[src/verilog/mpc_consts.vh]
/*
 * Constants for the module power control block: power states, loss policy codes,
 * sleep codes and timing figures.
 * Assumes a single 40 MHz standby clock.
 */
`ifndef MPC_CONSTS_VH
`define MPC_CONSTS_VH

`define MPC_CLK_HZ            40000000
// Power state machine
`define MPC_ST_OFF            3'h0
`define MPC_ST_WAIT_GOOD      3'h1
`define MPC_ST_RUN            3'h2
`define MPC_ST_SLEEP          3'h3
`define MPC_ST_DEEP           3'h4
`define MPC_ST_W              3
// Loss policy codes
`define MPC_POL_ALWAYS_ON     2'h0
`define MPC_POL_REMAIN_OFF    2'h1
`define MPC_POL_LAST_STATE    2'h2
// Sleep kind codes
`define MPC_SX_S3             2'h0
`define MPC_SX_S4             2'h1
`define MPC_SX_S5             2'h2
// Minimum wait before entering deep state from a sleep state
`define MPC_DEEP_DELAY_MS     1
`define MPC_CNT_W             24
`define MPC_CNT_ZERO          24'h000000
`define MPC_CNT_ONE           24'h000001
`define MPC_MS_PER_S          1000
// Reset levels of flops and synchronisers
`define MPC_OFF_N             1'b1
`define MPC_RESET_ASSERT      1'b0
`define MPC_FLAG_CLEAR        1'b0
`define MPC_FLAG_SET          1'b1
`define MPC_BTN_IDLE_N        1'b1
`define MPC_PG_SYNC_RESET     1'b0

`endif

[src/verilog/mpc_sync2.v]
/*
 * Two-stage level synchroniser.
 * Assumes the input is a slow level from off-chip; reset value is a parameter.
 */
`timescale 1ns/1ps
`default_nettype none

module mpc_sync2 #(
	parameter [0:0] RESET_VAL = 1'b0
) (
	input  wire ref_clk_in,
	input  wire reset_in,
	input  wire async_in,
	output reg  sync_out
);
	reg meta_q;

	always @(posedge ref_clk_in) begin
		if (reset_in) begin
			meta_q   <= RESET_VAL;
			sync_out <= RESET_VAL;
		end else begin
			meta_q   <= async_in;
			sync_out <= meta_q;
		end
	end
endmodule

`default_nettype wire

[src/verilog/mpc_power_ctrl.v]
/*
 * Module power control: holds the module in reset while power is not good,
 * drives the active-low supply-on output, acts on the power button, applies the
 * AC loss policy and resumes from the deep low-power state into the sleep state
 * it came from.
 * Assumes a free-running standby clock and that reset_in marks AC power arrival.
 */
`timescale 1ns/1ps
`default_nettype none
`include "mpc_consts.vh"

// Functional notes
// - Power-good high allows onboard sequencing
// - Module held in reset while power-good low
// - Undriven power-good defaults to good level
// - Active-low sleep/supply-on output switches supply
// - Button press requests power on or off
// - Deep state keeps only limited wake logic
// - Deep wake returns to entry sleep state
// - AC loss policy: on, off, last state
module mpc_power_ctrl #(
	parameter DEEP_DELAY_CYCLES = (`MPC_DEEP_DELAY_MS * (`MPC_CLK_HZ / `MPC_MS_PER_S))
) (
	input  wire       ref_clk_in,
	input  wire       reset_in,
	input  wire       power_good_in,
	input  wire       power_button_n_in,
	input  wire [1:0] loss_policy_in,
	input  wire       last_state_on_in,
	input  wire       sleep_req_in,
	input  wire [1:0] sleep_kind_in,
	input  wire       deep_enable_in,
	input  wire       wake_event_in,
	output reg        sleep_supply_on_n_out,
	output reg        module_reset_n_out,
	output reg        sequencing_en_out,
	output reg        deep_low_power_state_out,
	output reg  [1:0] sleep_kind_out,
	output reg        power_state_on_out
);
	// State codes, and the deep delay cut to the counter width
	localparam [`MPC_ST_W-1:0]  ST_OFF       = `MPC_ST_OFF;
	localparam [`MPC_ST_W-1:0]  ST_WAIT_GOOD = `MPC_ST_WAIT_GOOD;
	localparam [`MPC_ST_W-1:0]  ST_RUN       = `MPC_ST_RUN;
	localparam [`MPC_ST_W-1:0]  ST_SLEEP     = `MPC_ST_SLEEP;
	localparam [`MPC_ST_W-1:0]  ST_DEEP      = `MPC_ST_DEEP;
	localparam [`MPC_CNT_W-1:0] DEEP_RELOAD  = DEEP_DELAY_CYCLES[`MPC_CNT_W-1:0];

	wire                  pg_sync;
	wire                  btn_n_sync;
	wire                  btn_press;
	wire                  next_run;
	wire                  next_wait;
	wire                  next_deep;
	reg                   btn_n_prev_q;
	reg                   boot_q;
	reg  [`MPC_ST_W-1:0]  state_q;
	reg  [`MPC_ST_W-1:0]  state_d;
	reg  [1:0]            sx_q;
	reg  [1:0]            sx_d;
	reg  [`MPC_CNT_W-1:0] cnt_q;
	reg  [`MPC_CNT_W-1:0] cnt_d;

	// Starts low so a stale level cannot release the module before the pin is
	// seen; an undriven pin reads good through the divider and still boots
	mpc_sync2 #(.RESET_VAL(`MPC_PG_SYNC_RESET)) u_pg_sync (
		.ref_clk_in (ref_clk_in),
		.reset_in   (reset_in),
		.async_in   (power_good_in),
		.sync_out   (pg_sync)
	);

	// Starts at the released level, so leaving reset never fakes a press
	mpc_sync2 #(.RESET_VAL(`MPC_BTN_IDLE_N)) u_btn_sync (
		.ref_clk_in (ref_clk_in),
		.reset_in   (reset_in),
		.async_in   (power_button_n_in),
		.sync_out   (btn_n_sync)
	);

	// Button is debounced on the carrier, so one falling edge is one press
	assign btn_press = btn_n_prev_q & ~btn_n_sync;

	// Next-state decodes shared by the output flops
	assign next_run  = (state_d == ST_RUN);
	assign next_wait = (state_d == ST_WAIT_GOOD);
	assign next_deep = (state_d == ST_DEEP);

	always @* begin
		state_d = state_q;
		sx_d    = sx_q;
		cnt_d   = cnt_q;
		case (state_q)
			ST_OFF: begin
				if (boot_q) begin
					// First decision after AC arrives follows the loss policy
					case (loss_policy_in)
						`MPC_POL_ALWAYS_ON:  state_d = ST_WAIT_GOOD;
						`MPC_POL_LAST_STATE: state_d = last_state_on_in ?
							ST_WAIT_GOOD : ST_OFF;
						default:             state_d = ST_OFF;
					endcase
				end else if (btn_press) begin
					state_d = ST_WAIT_GOOD;
				end
			end
			ST_WAIT_GOOD: begin
				if (btn_press)
					state_d = ST_OFF;
				else if (pg_sync)
					state_d = ST_RUN;
			end
			ST_RUN: begin
				if (!pg_sync)
					state_d = ST_WAIT_GOOD;
				else if (btn_press)
					state_d = ST_OFF;
				else if (sleep_req_in) begin
					state_d = ST_SLEEP;
					sx_d    = sleep_kind_in;
					cnt_d   = DEEP_RELOAD;
				end
			end
			ST_SLEEP: begin
				if (btn_press || wake_event_in)
					state_d = ST_WAIT_GOOD;
				else if (deep_enable_in) begin
					if (cnt_q <= `MPC_CNT_ONE)
						state_d = ST_DEEP;
					else
						cnt_d = cnt_q - `MPC_CNT_ONE;
				end
			end
			ST_DEEP: begin
				// Only the button and the wake line are watched here
				if (btn_press || wake_event_in) begin
					state_d = ST_SLEEP;
					cnt_d   = DEEP_RELOAD;
				end
			end
			default: state_d = ST_OFF;
		endcase
	end

	// State, latched sleep kind, deep delay and the boot marker
	always @(posedge ref_clk_in) begin
		if (reset_in) begin
			state_q      <= ST_OFF;
			sx_q         <= `MPC_SX_S5;
			cnt_q        <= `MPC_CNT_ZERO;
			boot_q       <= `MPC_FLAG_SET;
			btn_n_prev_q <= `MPC_BTN_IDLE_N;
		end else begin
			state_q      <= state_d;
			sx_q         <= sx_d;
			cnt_q        <= cnt_d;
			boot_q       <= `MPC_FLAG_CLEAR;
			btn_n_prev_q <= btn_n_sync;
		end
	end

	// Outputs are registered from the next state, so they move on the same
	// edge as the state and no decode glitch reaches a pin

	// Supply is on while running or waiting for good; low means on
	always @(posedge ref_clk_in) begin
		if (reset_in) begin
			sleep_supply_on_n_out <= `MPC_OFF_N;
		end else begin
			sleep_supply_on_n_out <= ~(next_run | next_wait);
		end
	end

	// Gated by the synchronised pin too, so release never runs ahead of it
	always @(posedge ref_clk_in) begin
		if (reset_in) begin
			module_reset_n_out <= `MPC_RESET_ASSERT;
		end else begin
			module_reset_n_out <= next_run & pg_sync;
		end
	end

	// Onboard sequencing may only run once power is good
	always @(posedge ref_clk_in) begin
		if (reset_in) begin
			sequencing_en_out <= `MPC_FLAG_CLEAR;
		end else begin
			sequencing_en_out <= next_run;
		end
	end

	// Everything but the wake logic is off in the deep state
	always @(posedge ref_clk_in) begin
		if (reset_in) begin
			deep_low_power_state_out <= `MPC_FLAG_CLEAR;
		end else begin
			deep_low_power_state_out <= next_deep;
		end
	end

	// Kept through sleep and deep, so a deep wake lands in the entry kind
	always @(posedge ref_clk_in) begin
		if (reset_in) begin
			sleep_kind_out <= `MPC_SX_S5;
		end else begin
			sleep_kind_out <= sx_d;
		end
	end

	// Reported on state for a last-state policy kept outside this block
	always @(posedge ref_clk_in) begin
		if (reset_in) begin
			power_state_on_out <= `MPC_FLAG_CLEAR;
		end else begin
			power_state_on_out <= next_run;
		end
	end
endmodule

`default_nettype wire

[config.mk]
export PLATFORM = sky130hd
export DESIGN_NAME = mpc_power_ctrl
export DESIGN_NICKNAME = d
export VERILOG_FILES = /design/src/verilog/mpc_sync2.v /design/src/verilog/mpc_power_ctrl.v
export VERILOG_INCLUDE_DIRS = /design/src /design/src/verilog
export SDC_FILE = /design/constraint.sdc
export NUM_CORES = 1
export LEC_CHECK = 0
export BUFFER_PORTS_ARGS = -buffer_cell sky130_fd_sc_hd__buf_2
export CAP_MARGIN = 5
export CELL_PAD_IN_SITES_DETAIL_PLACEMENT = 0
export CELL_PAD_IN_SITES_GLOBAL_PLACEMENT = 1
export CORE_MARGIN = 2
export CORE_UTILIZATION = 45
export DETAILED_ROUTE_END_ITERATION = 8
export GPL_ROUTABILITY_DRIVEN = 0
export GPL_TIMING_DRIVEN = 0
export PLACE_DENSITY = 0.82
export SKIP_CTS_REPAIR_TIMING = 1
export SYNTH_ARGS = -nofsm -noshare
export SYNTH_HDL_FRONTEND = slang
export SYNTH_SLANG_ARGS = --single-unit
[constraint.sdc]
create_clock -name ref_clk_in -period 5.2 [get_ports ref_clk_in]
set_input_delay 0 -clock ref_clk_in [delete_from_list [all_inputs] [get_ports ref_clk_in]]
set_output_delay 0 -clock ref_clk_in [all_outputs]
set_load 0.05 [all_outputs]
-- After elaboration in Yosys (flattened, before gate mapping)
Index checks and enable logic that the tools add are counted.
- add/subtract/negate cells: 1
- multiply operators: 0
- divide/modulo/power cells: 0
- order comparisons: 1
- equal/unequal tests: 15
- shift operators: 0
- multiplexer cells: 23
- bitwise gates (word level): 6
- reduce and logical (&&, ||, !) cells: 6
- operators with widths (kind ; count):
    $mux 24 ; 7
    $pmux 24 s3 ; 1
    $mux 3 ; 11
    $le 24x1->1 const B ; 1
    $sub 24x1->24 const B ; 1
    $pmux 3 s5 ; 1
    $ne 2x2->1 const B ; 6
    $eq 3x2->1 const B ; 3
    $reduce_and 8->1 ; 1
    $eq 3x1->1 const B ; 2
    $eq 3x3->1 const B ; 2
    $reduce_and 4->1 ; 1
    $logic_not 3->1 ; 1
    $not 1->1 ; 3
    $reduce_bool 3->1 ; 1
    $and 1x1->1 ; 2
    $eq 2x2->1 const B ; 1
    $logic_not 2->1 ; 1
    $mux 1 ; 2
    $ne 2x1->1 const B ; 1
    $pmux 1 s2 ; 1
    $logic_or 1x1->1 ; 1
    $or 1x1->1 ; 1
- bits in registers: 39
- bits in latches: 0
- RAM bits: 0
- ROM bits: 0
- input bits: 12
- output and inout port bits: 7
- logic and storage cells: 65
- memories kept: 0

-- Longest topological paths before layout
Gate-level depths: netlist of the first run.
- depth after elaboration: 8
- gate-level depth with buffers: 9
- mapped depth without buffers: 7

-- Cells and area by module
A second synthesis of the first run with hierarchy kept.
- cells, all modules: 218
- area total of the unflattened synthesis: 1870.5 µm²
- modules (own cells, without submodules) (module ; instances ; cells each ; area each (µm²)):
    mpc_power_ctrl ; 1 ; 210 ; 1765.4
    mpc_sync2 ; 2 ; 4 ; 52.6

-- Least setup slack after synthesis of the first run
OpenSTA, ideal clock, no wires.
- path type: reg2reg
- from: reg state_q[1]
- to: reg cnt_q[13]
- arrival: 1914 ps
- path slack: 3216 ps
- cell stages (with the launch flop): 8
- buffers on the path: 2
- period minus slack after synthesis: 1984 ps
- cell sequence: dfxtp_1 -> buf_2 -> or3b_4 -> a21o_1 -> and3_4 -> buf_6 -> or4_1 -> a21oi_1
- longest elaborated chain between the ends: 3
- elaborated cells on any way between the ends: 13
- classes of those cells: eq/ne (10); mux (1); reduce/logical (2)
- ends and longest elaborated chain (what ; line ; text):
    from (decl) ; mpc_power_ctrl.v:57 ; reg [`MPC_ST_W-1:0] state_q;
    from (signal assigned) ; mpc_power_ctrl.v:154 ; state_q <= state_d;
    $eq 3x2->1 / $eq 3x3->1 (equally long branches) ; mpc_power_ctrl.v:93 ; case (state_q)
    $ne 2x1->1 (no source line) (tied with other cells) ; -- ;
    $reduce_and 8->1 (no source line) ; -- ;
    to (signal assigned) ; mpc_power_ctrl.v:150 ; cnt_q <= `MPC_CNT_ZERO;
    to (signal assigned) ; mpc_power_ctrl.v:156 ; cnt_q <= cnt_d;
    to (decl) ; mpc_power_ctrl.v:61 ; reg [`MPC_CNT_W-1:0] cnt_q;
Several ways; a longest one is shown, not always the timed one.
A chain may end at the register's enable or synchronous reset.

-- Worst setup path in the final report of the first run
- from: reg cnt_q[19]
- to: reg state_q[2]
- longest elaborated chain between the ends: 5
- ends and longest elaborated chain (what ; line ; text):
    $le 24x1->1 (no source line) ; -- ;
    $mux 3 ; mpc_power_ctrl.v:128 ; if (cnt_q <= `MPC_CNT_ONE)
    $mux 3 ; mpc_power_ctrl.v:127 ; else if (deep_enable_in) begin
    $mux 3 ; mpc_power_ctrl.v:125 ; if (btn_press || wake_event_in)
    $pmux 3 s5 ; mpc_power_ctrl.v:93 ;
No other way between the ends.

==> flow_metrics.env, run 1 <==
export IMPL_async_reset_ff_share_pct=0
export IMPL_finalSetupViolCount=0
export IMPL_drive_gt1_share_pct=18.6
export IMPL_fin_crit_ns=2.39
export IMPL_min_to="deep_low_power_state_out$_SDFF_PP0_"
export IMPL_fin_cells=334
export IMPL_combPwrFrac_pct=7.3
export IMPL_io_buffers=18
export IMPL_hold_path_depth=3
export IMPL_numCtsBuffers=5
export IMPL_grt_max_degree=14
export IMPL_placedCellCount=320
export IMPL_synth_edf_count=0
export IMPL_ctsRootBufferMaster="clkbuf_8"
export IMPL_synthFlopType="dfxtp_1"
export IMPL_vias=1988
export IMPL_swShare_pct=23.4
export IMPL_yosysWarnings=0
export IMPL_fp_coreArea_um2=4690
export IMPL_syn_cell_area_um2=2170
export IMPL_p_clk_share_pct=42.5
export IMPL_final_common_cell="dfxtp_1"
export IMPL_dieArea_um2=5400
export IMPL_initial_core_util_pct=46.3
export IMPL_antenna_found_initial=0
export IMPL_end_kind="flip-flop"
export IMPL_r2r_end="state_q[2]$_SDFF_PP0_"
export IMPL_ys_seq_elements=39
export IMPL_area_growth_synth_to_final_pct=15.2
export IMPL_htree_levels=2
export IMPL_path_class="flip-flop to flip-flop"
export IMPL_synth_seq_area_share_pct=35.9
export IMPL_r2r_slack_ns=2.81
export IMPL_grt_pass1_wl_um=8710
export IMPL_layout_nets=293
export IMPL_cp_max_fo=10
export IMPL_antennaDiodeCount=0
export IMPL_rsz0062_at_grt="no"
export IMPL_final_cell_mix="dfxtp_1 (39), buf_2 (23), or4_1 (19)"
export IMPL_overflow=0
export IMPL_hold_class="input port to flip-flop"
export IMPL_p_switching_mw=0.142
export IMPL_drv_slew=0
export IMPL_dp_hpwl_um=3810
export IMPL_fmax_ghz=0.419
export IMPL_wl_um=5200
export IMPL_via_per_inst=5.95
export IMPL_grt_pass1_vias=1774
export IMPL_syn_avg_cell_area_um2=8.77
export IMPL_routed_wire_length_per_instance_um=15.6
export IMPL_ant_nets=0
export IMPL_clk_latency_ns=0.30
export IMPL_cp_arrival_ns=2.59
export IMPL_required_ns=5.40
export IMPL_clock_sinks=39
export IMPL_ios=19
export IMPL_die_width_um=73.5
export IMPL_synthCells=248
export IMPL_tightestPinTransition_ns=0.725
export IMPL_holdWs_ns=0.0645
export IMPL_p_seq_share_pct=50.2
export IMPL_vdd_ir_drop_max_mv=0.119
export IMPL_hold_violations=0
export IMPL_reg2reg_depth=6
export IMPL_maxCapViolations=0
export IMPL_die_h_um=73.5
export IMPL_cp_start_kind="flip-flop"
export IMPL_p_total_mw=0.607
export IMPL_synth_cell_types=50
export IMPL_status="finished clean"
export IMPL_setup_tns_ns=0
export IMPL_slew_headroom_pct=51.2
export IMPL_cts_tree="built"
export IMPL_path_clk_slew_ns=0.08
export IMPL_p_int_mw=0.464
export IMPL_clockBufferDepth=2
export IMPL_drc=0
export IMPL_syn_nets=262
export IMPL_first_pass_iters=4
export IMPL_rr_startpoint="cnt_q[19]$_SDFFE_PP0P_"
export IMPL_power_density_nw_per_um2=242
export IMPL_skew_ns=0.00954
export IMPL_min_from="deep_enable_in"
export IMPL_p_leak_nw=0.993
export IMPL_drt_iter0_markers=142
export IMPL_period_share_pct=45.9
export IMPL_num_rows=25
export IMPL_grt_usage_pct=20.9
==> critical path: stages (launching register included) <==
cell       delay [ns]
dfxtp_1          0.34
nor4_1           0.52
nand2_1          0.25
nor4_2           0.46
buf_4            0.26
nand2_1          0.11
a2111oi_2        0.34
==> per-stage QoR <==
stage	instance area, um2	utilization, %	setup WS (ns)
2_1_floorplan	2170	-	3.22
3_3_place_gp	2330	49.7	2.86
3_5_place_dp	2330	49.7	2.85
4_1_cts	2440	52.1	2.83
5_1_grt	2500	53.4	2.56
6_report	2500	53.4	2.81
==> cells in the mapped netlist (all sizes together) (3+ instances only) <==
library cell	count	area [um2]
or2	4	25.0
or4	19	143
nor3b	4	30.0
or3	8	52.6
buf	10	70.1
nand2b	11	68.8
nor2	9	33.8
nand3	6	30.0
nor3	5	25.0
nor2b	4	25.0
a21oi	15	75.1
inv	5	18.8
o31ai	14	105
nor4	15	119
nand2	17	63.8
o21ai	6	30.0
and2	4	25.0
a31oi	6	37.5
clkbuf	6	32.5
mux2i	8	80.1
nand4	4	25.0
a211oi	3	22.5
dfxtp	39	781
==> final cells by class <==
| class | instances | area (um2) |
|---|---|---|
| Timing Repair Buffer | 24 | 150 |
| Tap cell | 54 | 67.6 |
| Fill cell | 440 | 2190 |
| Buffer | 16 | 103 |
| Clock buffer | 5 | 68.8 |
| Multi-Input combinational cell | 188 | 1270 |
| Sequential cell | 39 | 781 |
| Clock inverter | 3 | 43.8 |
| Inverter | 5 | 18.8 |
==> how the worst max path moves through the flow <==
stage,slack (ns),from,depth (start not counted),endpoint
3_5_place_dp,2.85,cnt_q[19]$_SDFFE_PP0P_,6,deep_low_power_state_out$_SDFF_PP0_
3_3_place_gp,2.86,cnt_q[15]$_SDFFE_PP0P_,6,deep_low_power_state_out$_SDFF_PP0_
5_1_grt,2.56,cnt_q[19]$_SDFFE_PP0P_,7,cnt_q[4]$_SDFFE_PP0P_
2_1_floorplan,3.22,state_q[1]$_SDFF_PP0_,7,cnt_q[13]$_SDFFE_PP0P_
6_report,2.81,cnt_q[19]$_SDFFE_PP0P_,6,state_q[2]$_SDFF_PP0_
4_1_cts,2.83,cnt_q[19]$_SDFFE_PP0P_,6,deep_low_power_state_out$_SDFF_PP0_
==> sequential cells by signal (all words and copies together), names as in the netlist <==
name and flops:
cnt_q 24, state_q 3, sleep_kind_out 2, boot_q 1, btn_n_prev_q 1, deep_low_power_state_out 1
module_reset_n_out 1, power_state_on_out 1, sleep_supply_on_n_out 1, u_btn_sync.meta_q 1, u_btn_sync.sync_out 1, u_pg_sync.meta_q 1
u_pg_sync.sync_out 1
==> power by group through the flow <==
stage | logic, mW | clock network (mW) | registers (mW)
after floorplan | 0.0250 | 0 | 0.314
after global placement | 0.0405 | 0 | 0.312
after CTS | 0.0408 | 0.263 | 0.305
final | 0.0443 | 0.258 | 0.305
after detailed placement | 0.0407 | 0 | 0.312
after global routing | 0.0490 | 0.275 | 0.305
==> routing by layer <==
layer	wire, um	share of wire, %	GRT usage, %	vias up
met5	0	0	0	-
met4	37	0.71	7.07	0
met3	229	4.4	4.53	5
met2	2410	46	30.7	42
met1	2520	49	30.1	928
li1	-	-	-	1013
==> cell families (layout without fill, tap and decap cells) <==
logic type	Yosys count	after routing	synth area share, %
xor+xnor	1	1	0.403
mux	8	8	3.68
buf+inv	21	53	5.58
compound gates	53	53	16.8
flops	39	39	35.9
simple gates	124	124	36.5
fa+ha+maj	2	2	1.15
No activity file was read; power rests on OpenSTA's default activity.
==> run 2: changes to the inputs <==
==> constraint.sdc (replaced) <==
create_clock -name ref_clk_in -period 2.4 [get_ports ref_clk_in]
set_input_delay 0 -clock ref_clk_in [delete_from_list [all_inputs] [get_ports ref_clk_in]]
set_output_delay 0 -clock ref_clk_in [all_outputs]
set_load 0.05 [all_outputs]
==> run 2 against run 1 <==
Compared with the run above: first-iteration DRC count decreased by 0.70%; utilization up 0.64 points; sequential cell count unchanged; critical path type unchanged; largest power group unchanged; highest routed layer unchanged.
==> flow_metrics.env, run 2 (synthesis results as in run 1) <==
export IMPL_stdcell_area_um2=2530
export IMPL_path_clk_slew_ns=0.08
export IMPL_rr_startpoint="cnt_q[8]$_SDFFE_PP0P_"
export IMPL_ios=19
export IMPL_grt_pass1_wl_um=8710
export IMPL_p_leak_nw=1.00
export IMPL_die_h_um=73.5
export IMPL_required_ns=2.60
export IMPL_skew_ns=0.00814
export IMPL_finalSetupViolCount=0
export IMPL_combPwrFrac_pct=7.3
export IMPL_area_growth_synth_to_final_pct=16.6
export IMPL_vdd_ir_drop_max_mv=0.257
export IMPL_reg_top3="cnt_q x24, state_q x3, sleep_kind_out x2"
export IMPL_wl_um=5260
export IMPL_p_seq_share_pct=50.2
export IMPL_clockBufferDepth=2
export IMPL_num_rows=25
export IMPL_hold_violations=0
export IMPL_end_kind="flip-flop"
export IMPL_p_clk_share_pct=42.5
export IMPL_dp_hpwl_um=3810
export IMPL_routed_wire_length_per_instance_um=15.7
export IMPL_maxCapViolations=0
export IMPL_placedCellCount=320
export IMPL_drv_slew=0
export IMPL_min_to="deep_low_power_state_out$_SDFF_PP0_"
export IMPL_fmax_ghz=0.443
export IMPL_htree_levels=2
export IMPL_ctsRootBufferMaster="clkbuf_8"
export IMPL_largest_reg_flops=24
export IMPL_r2r_end="state_q[2]$_SDFF_PP0_"
export IMPL_hold_class="input port to flip-flop"
export IMPL_drc=0
export IMPL_layout_nets=293
export IMPL_power_density_nw_per_um2=519
export IMPL_ant_nets=0
export IMPL_cts_tree="built"
export IMPL_cp_slowest_cell="nor4_1"
export IMPL_antennaDiodeCount=0
export IMPL_dieArea_um2=5400
export IMPL_place_area_um2=2330
export IMPL_period_share_pct=94.0
export IMPL_grt_usage_pct=20.9
export IMPL_slew_headroom_pct=52.6
export IMPL_grt_pass1_vias=1774
export IMPL_io_buffers=18
export IMPL_overflow=0
export IMPL_clk_latency_ns=0.30
export IMPL_fin_cells=334
export IMPL_numCtsBuffers=5
export IMPL_drt_iter0_markers=141
export IMPL_final_common_cell="dfxtp_1"
export IMPL_regMostFlops="cnt_q"
export IMPL_status="finished clean"
export IMPL_p_switching_mw=0.309
export IMPL_fin_crit_ns=2.26
export IMPL_cp_max_fo=10
export IMPL_cp_arrival_ns=2.46
export IMPL_p_int_mw=1.01
export IMPL_swShare_pct=23.5
export IMPL_first_pass_iters=4
export IMPL_tightestPinTransition_ns=0.705
export IMPL_reg2reg_depth=6
export IMPL_hold_path_depth=3
export IMPL_grt_max_degree=14
export IMPL_drive_gt1_share_pct=19.3
export IMPL_fp_coreArea_um2=4690
export IMPL_initial_core_util_pct=46.3
export IMPL_antenna_found_initial=0
export IMPL_crit_path_max_incr_delay_ns=0.47
export IMPL_min_from="deep_enable_in"
export IMPL_via_per_inst=5.93
export IMPL_setup_tns_ns=0
export IMPL_path_class="flip-flop to flip-flop"
export IMPL_p_total_mw=1.32
export IMPL_clock_sinks=39
export IMPL_die_width_um=73.5
export IMPL_cp_start_kind="flip-flop"
export IMPL_final_cell_mix="dfxtp_1 (39), buf_2 (23), or4_1 (19)"
export IMPL_vias=1982
export IMPL_r2r_slack_ns=0.14
export IMPL_cp_cell_sequence="nor4_1 > nand3_1 > nor4_4 > buf_4 > nand2_1 > a2111oi_2"
[run 2: cell counts in the layout (fill, tap and decap cells not counted)]
No cell type changed its count.
[run 2: how the worst max path moves through the flow]
stage	startpoint	end	slack, ns	cells after the start
floorplan	state_q[1]$_SDFF_PP0_	cnt_q[13]$_SDFFE_PP0P_	0.42	7
global placement	cnt_q[15]$_SDFFE_PP0P_	deep_low_power_state_out$_SDFF_PP0_	0.06	6
detailed placement	cnt_q[19]$_SDFFE_PP0P_	deep_low_power_state_out$_SDFF_PP0_	0.05	6
CTS	cnt_q[19]$_SDFFE_PP0P_	deep_low_power_state_out$_SDFF_PP0_	0.03	6
global route	cnt_q[8]$_SDFFE_PP0P_	cnt_q[4]$_SDFFE_PP0P_	-0.007	7
finish	cnt_q[8]$_SDFFE_PP0P_	state_q[2]$_SDFF_PP0_	0.14	6
[run 2: worst max-delay path: cells and delay by family, from the launching register on]
kind / cells / cell delay, ns
flip-flops: 1 / 0.36
AO/OA/AOI/OAI: 1 / 0.34
buffers and inverters: 1 / 0.24
AND/OR/NAND/NOR: 4 / 1.22
[run 2: power by group through the flow]
| stage | Clock, mW | Combinational [mW] | Sequential [mW] |
|---|---|---|---|
| after global placement | 0 | 0.0877 | 0.675 |
| after detailed placement | 0 | 0.0882 | 0.675 |
| final | 0.559 | 0.0963 | 0.660 |
| after CTS | 0.569 | 0.0884 | 0.660 |
| after global routing | 0.597 | 0.107 | 0.661 |
| after floorplan | 0 | 0.0542 | 0.681 |
[run 2: area by class of cell]
type                    instances  area, um2
fillers                       438       2160
multi-input cells             188       1300
flip-flops and latches         39        781
repair buffers                 24        150
plain buffers                  16        103
clock buffers                   5       68.8
well taps                      54       67.6
clock inverters                 3       43.8
inverters                       5       18.8
[run 2: per-layer routing]
metal,share of wire (%),track usage [%]
met1,50,30.1
met4,0.84,7.07
met5,0,0
met2,46,30.7
met3,3.5,4.53
[run 2: per-stage QoR]
step	util (%)	setup slack [ns]	hold slack [ns]
final	54.0	0.145	0.0622
after global routing	54.0	-0.00718	0.0650
after CTS	52.1	0.0286	-0.198
after detailed placement	49.7	0.0460	0.118
after global placement	49.7	0.0563	0.115
after floorplan	-	0.416	0.0277
==> run 3: changes to the inputs <==
--- a/config.mk
+++ b/config.mk
@@ -15,7 +15,7 @@
 export DETAILED_ROUTE_END_ITERATION = 8
 export GPL_ROUTABILITY_DRIVEN = 0
 export GPL_TIMING_DRIVEN = 0
-export PLACE_DENSITY = 0.82
+export PLACE_DENSITY_LB_ADDON = 0.1
 export SKIP_CTS_REPAIR_TIMING = 1
 export SYNTH_ARGS = -nofsm -noshare
 export SYNTH_HDL_FRONTEND = slang
==> run 3 against run 2 <==
Compared with the run above: routed wire length is 0.11% higher; combinational power is 0.8% lower; cell area is 0.64% lower; sequential share of layout area is 0.20 points higher.
==> flow_metrics.env, run 3 (synthesis results as in run 1) <==
export IMPL_p_switching_mw=0.293
export IMPL_met3_length_um=164
export IMPL_tightestPinTransition_ns=0.755
export IMPL_cp_arrival_ns=2.36
export IMPL_period_share_pct=90.6
export IMPL_drv_slew=0
export IMPL_dieArea_um2=5400
export IMPL_highest_layer="met4"
export IMPL_swShare_pct=23.4
export IMPL_grt_pass1_vias=1765
export IMPL_ios=19
export IMPL_fin_util_pct=53.7
export IMPL_drt_iter0_markers=118
export IMPL_cts_tree="built"
export IMPL_power_density_nw_per_um2=497
export IMPL_p_leak_nw=0.993
export IMPL_num_rows=25
export IMPL_htree_levels=2
export IMPL_wl_met1_um=2680
export IMPL_wl_um=5260
export IMPL_wl_met2_um=2340
export IMPL_holdWs_ns=0.00234
export IMPL_p_clk_share_pct=39.6
export IMPL_antennaDiodeCount=0
export IMPL_fin_crit_ns=2.18
export IMPL_grt_usage_pct=20.7
export IMPL_finalSetupViolCount=0
export IMPL_grt_max_degree=12
export IMPL_die_h_um=73.5
export IMPL_via_per_inst=5.98
export IMPL_cp_common_cell="nand2_1"
export IMPL_path_class="flip-flop to flip-flop"
export IMPL_clock_sinks=39
export IMPL_layout_nets=292
export IMPL_die_width_um=73.5
export IMPL_regMostFlops="cnt_q"
export IMPL_combPwrFrac_pct=7.6
export IMPL_dpl_worst_slack_ns=0.0295
export IMPL_vdd_ir_drop_max_mv=0.284
export IMPL_dp_hpwl_um=3780
export IMPL_antenna_found_initial=0
export IMPL_p_int_mw=0.958
export IMPL_first_pass_iters=4
export IMPL_worst_slack_ns=0.225
export IMPL_p_total_mw=1.25
export IMPL_routed_wire_length_per_instance_um=15.8
export IMPL_fmax_ghz=0.460
export IMPL_fp_coreArea_um2=4690
export IMPL_final_cell_mix="dfxtp_1 (39), buf_2 (23), or4_1 (19)"
export IMPL_path_clk_slew_ns=0.07
export IMPL_cp_cell_sequence="nor4_2 > nand2_1 > nor4_4 > buf_4 > nand2_1 > a2111oi_2"
export IMPL_slew_headroom_pct=49.2
export IMPL_grt_pass1_wl_um=8650
export IMPL_cp_max_fo=10
export IMPL_p_seq_share_pct=52.8
export IMPL_end_kind="flip-flop"
export IMPL_cp_slowest_cell="nor4_2"
export IMPL_area_growth_synth_to_final_pct=15.8
export IMPL_clk_latency_ns=0.30
export IMPL_maxCapViolations=0
export IMPL_required_ns=2.58
export IMPL_hold_violations=0
export IMPL_final_common_cell="dfxtp_1"
export IMPL_rsz0062_at_grt="no"
export IMPL_hold_class="input port to flip-flop"
export IMPL_ant_nets=0
export IMPL_status="finished clean"
export IMPL_reg_top3="cnt_q x24, state_q x3, sleep_kind_out x2"
export IMPL_ctsRootBufferMaster="clkbuf_8"
export IMPL_clockBufferDepth=2
export IMPL_drc=0
export IMPL_skew_ns=0.0122
export IMPL_cp_start_kind="flip-flop"
export IMPL_overflow=0
export IMPL_drive_gt1_share_pct=19.4
export IMPL_largest_reg_flops=24
export IMPL_io_buffers=18
export IMPL_initial_core_util_pct=46.3
export IMPL_nFillCells=462
export IMPL_numCtsBuffers=5
export IMPL_vias=1990
export IMPL_crit_path_max_incr_delay_ns=0.38
-- run 3: cell count changes in the layout (fill, tap and decap cells not counted) --
cell / delta
dlygate4sd3_1: -1
clkinv_2: -1
nor4_1: -1
clkinv_4: -1
bufinv_16: -1
clkbuf_8: +2
clkbuf_1: +1
nor4_2: +1
-- run 3: critical path: cells and delay by family (launching register included) --
| kind | cells | cell delay (ns) |
|---|---|---|
| AND/OR/NAND/NOR | 4 | 1.07 |
| buffers and inverters | 1 | 0.24 |
| flip-flops | 1 | 0.37 |
| AO/OA/AOI/OAI | 1 | 0.38 |
-- run 3: cell type report --
type | instances | area, um2 | area share [%]
buffer | 16 | 103 | 4.07
clock buffer | 8 | 100 | 3.97
inverter | 5 | 18.8 | 0.745
multi-input combinational | 188 | 1310 | 52.0
sequential | 39 | 781 | 31.0
tap | 54 | 67.6 | 2.68
timing repair buffer | 23 | 140 | 5.56
-- run 3: path summary, 6_finish.rpt --
kind / cells after the start / start / end / slack, ns
setup reg to reg: 6 / cnt_q[15]$_SDFFE_PP0P_ / deep_low_power_state_out$_SDFF_PP0_ / 0.22
setup / recovery: 6 / cnt_q[15]$_SDFFE_PP0P_ / deep_low_power_state_out$_SDFF_PP0_ / 0.22
hold / removal: 2 / wake_event_in / state_q[2]$_SDFF_PP0_ / 0.002
hold reg to reg: 1 / u_btn_sync.meta_q$_SDFF_PP1_ / u_btn_sync.sync_out$_SDFF_PP1_ / 0.41
-- run 3: power by group through the flow --
| stage | clock (mW) | sequential, mW | combinational, mW |
|---|---|---|---|
| final | 0.495 | 0.661 | 0.0955 |
| after global routing | 0.532 | 0.661 | 0.105 |
| after CTS | 0.507 | 0.660 | 0.0891 |
| after detailed placement | 0 | 0.675 | 0.0887 |
| after global placement | 0 | 0.675 | 0.0883 |
| after floorplan | 0 | 0.681 | 0.0542 |
-- run 3: metal layers --
metal  global-route usage, %  vias to the layer above
met3                    3.43                        7
li1                        -                     1009
met1                    30.5                      938
met2                    30.4                       36
met5                       0                        -
met4                    7.47                        0
-- run 3: per-stage QoR --
stage	cell area [um2]	cells	setup TNS [ns]
after global routing	2520	333	0
after global placement	2330	320	-0.0219
after detailed placement	2330	320	0
after floorplan	2170	248	0
after CTS	2430	328	-0.0310
final	2520	333	0
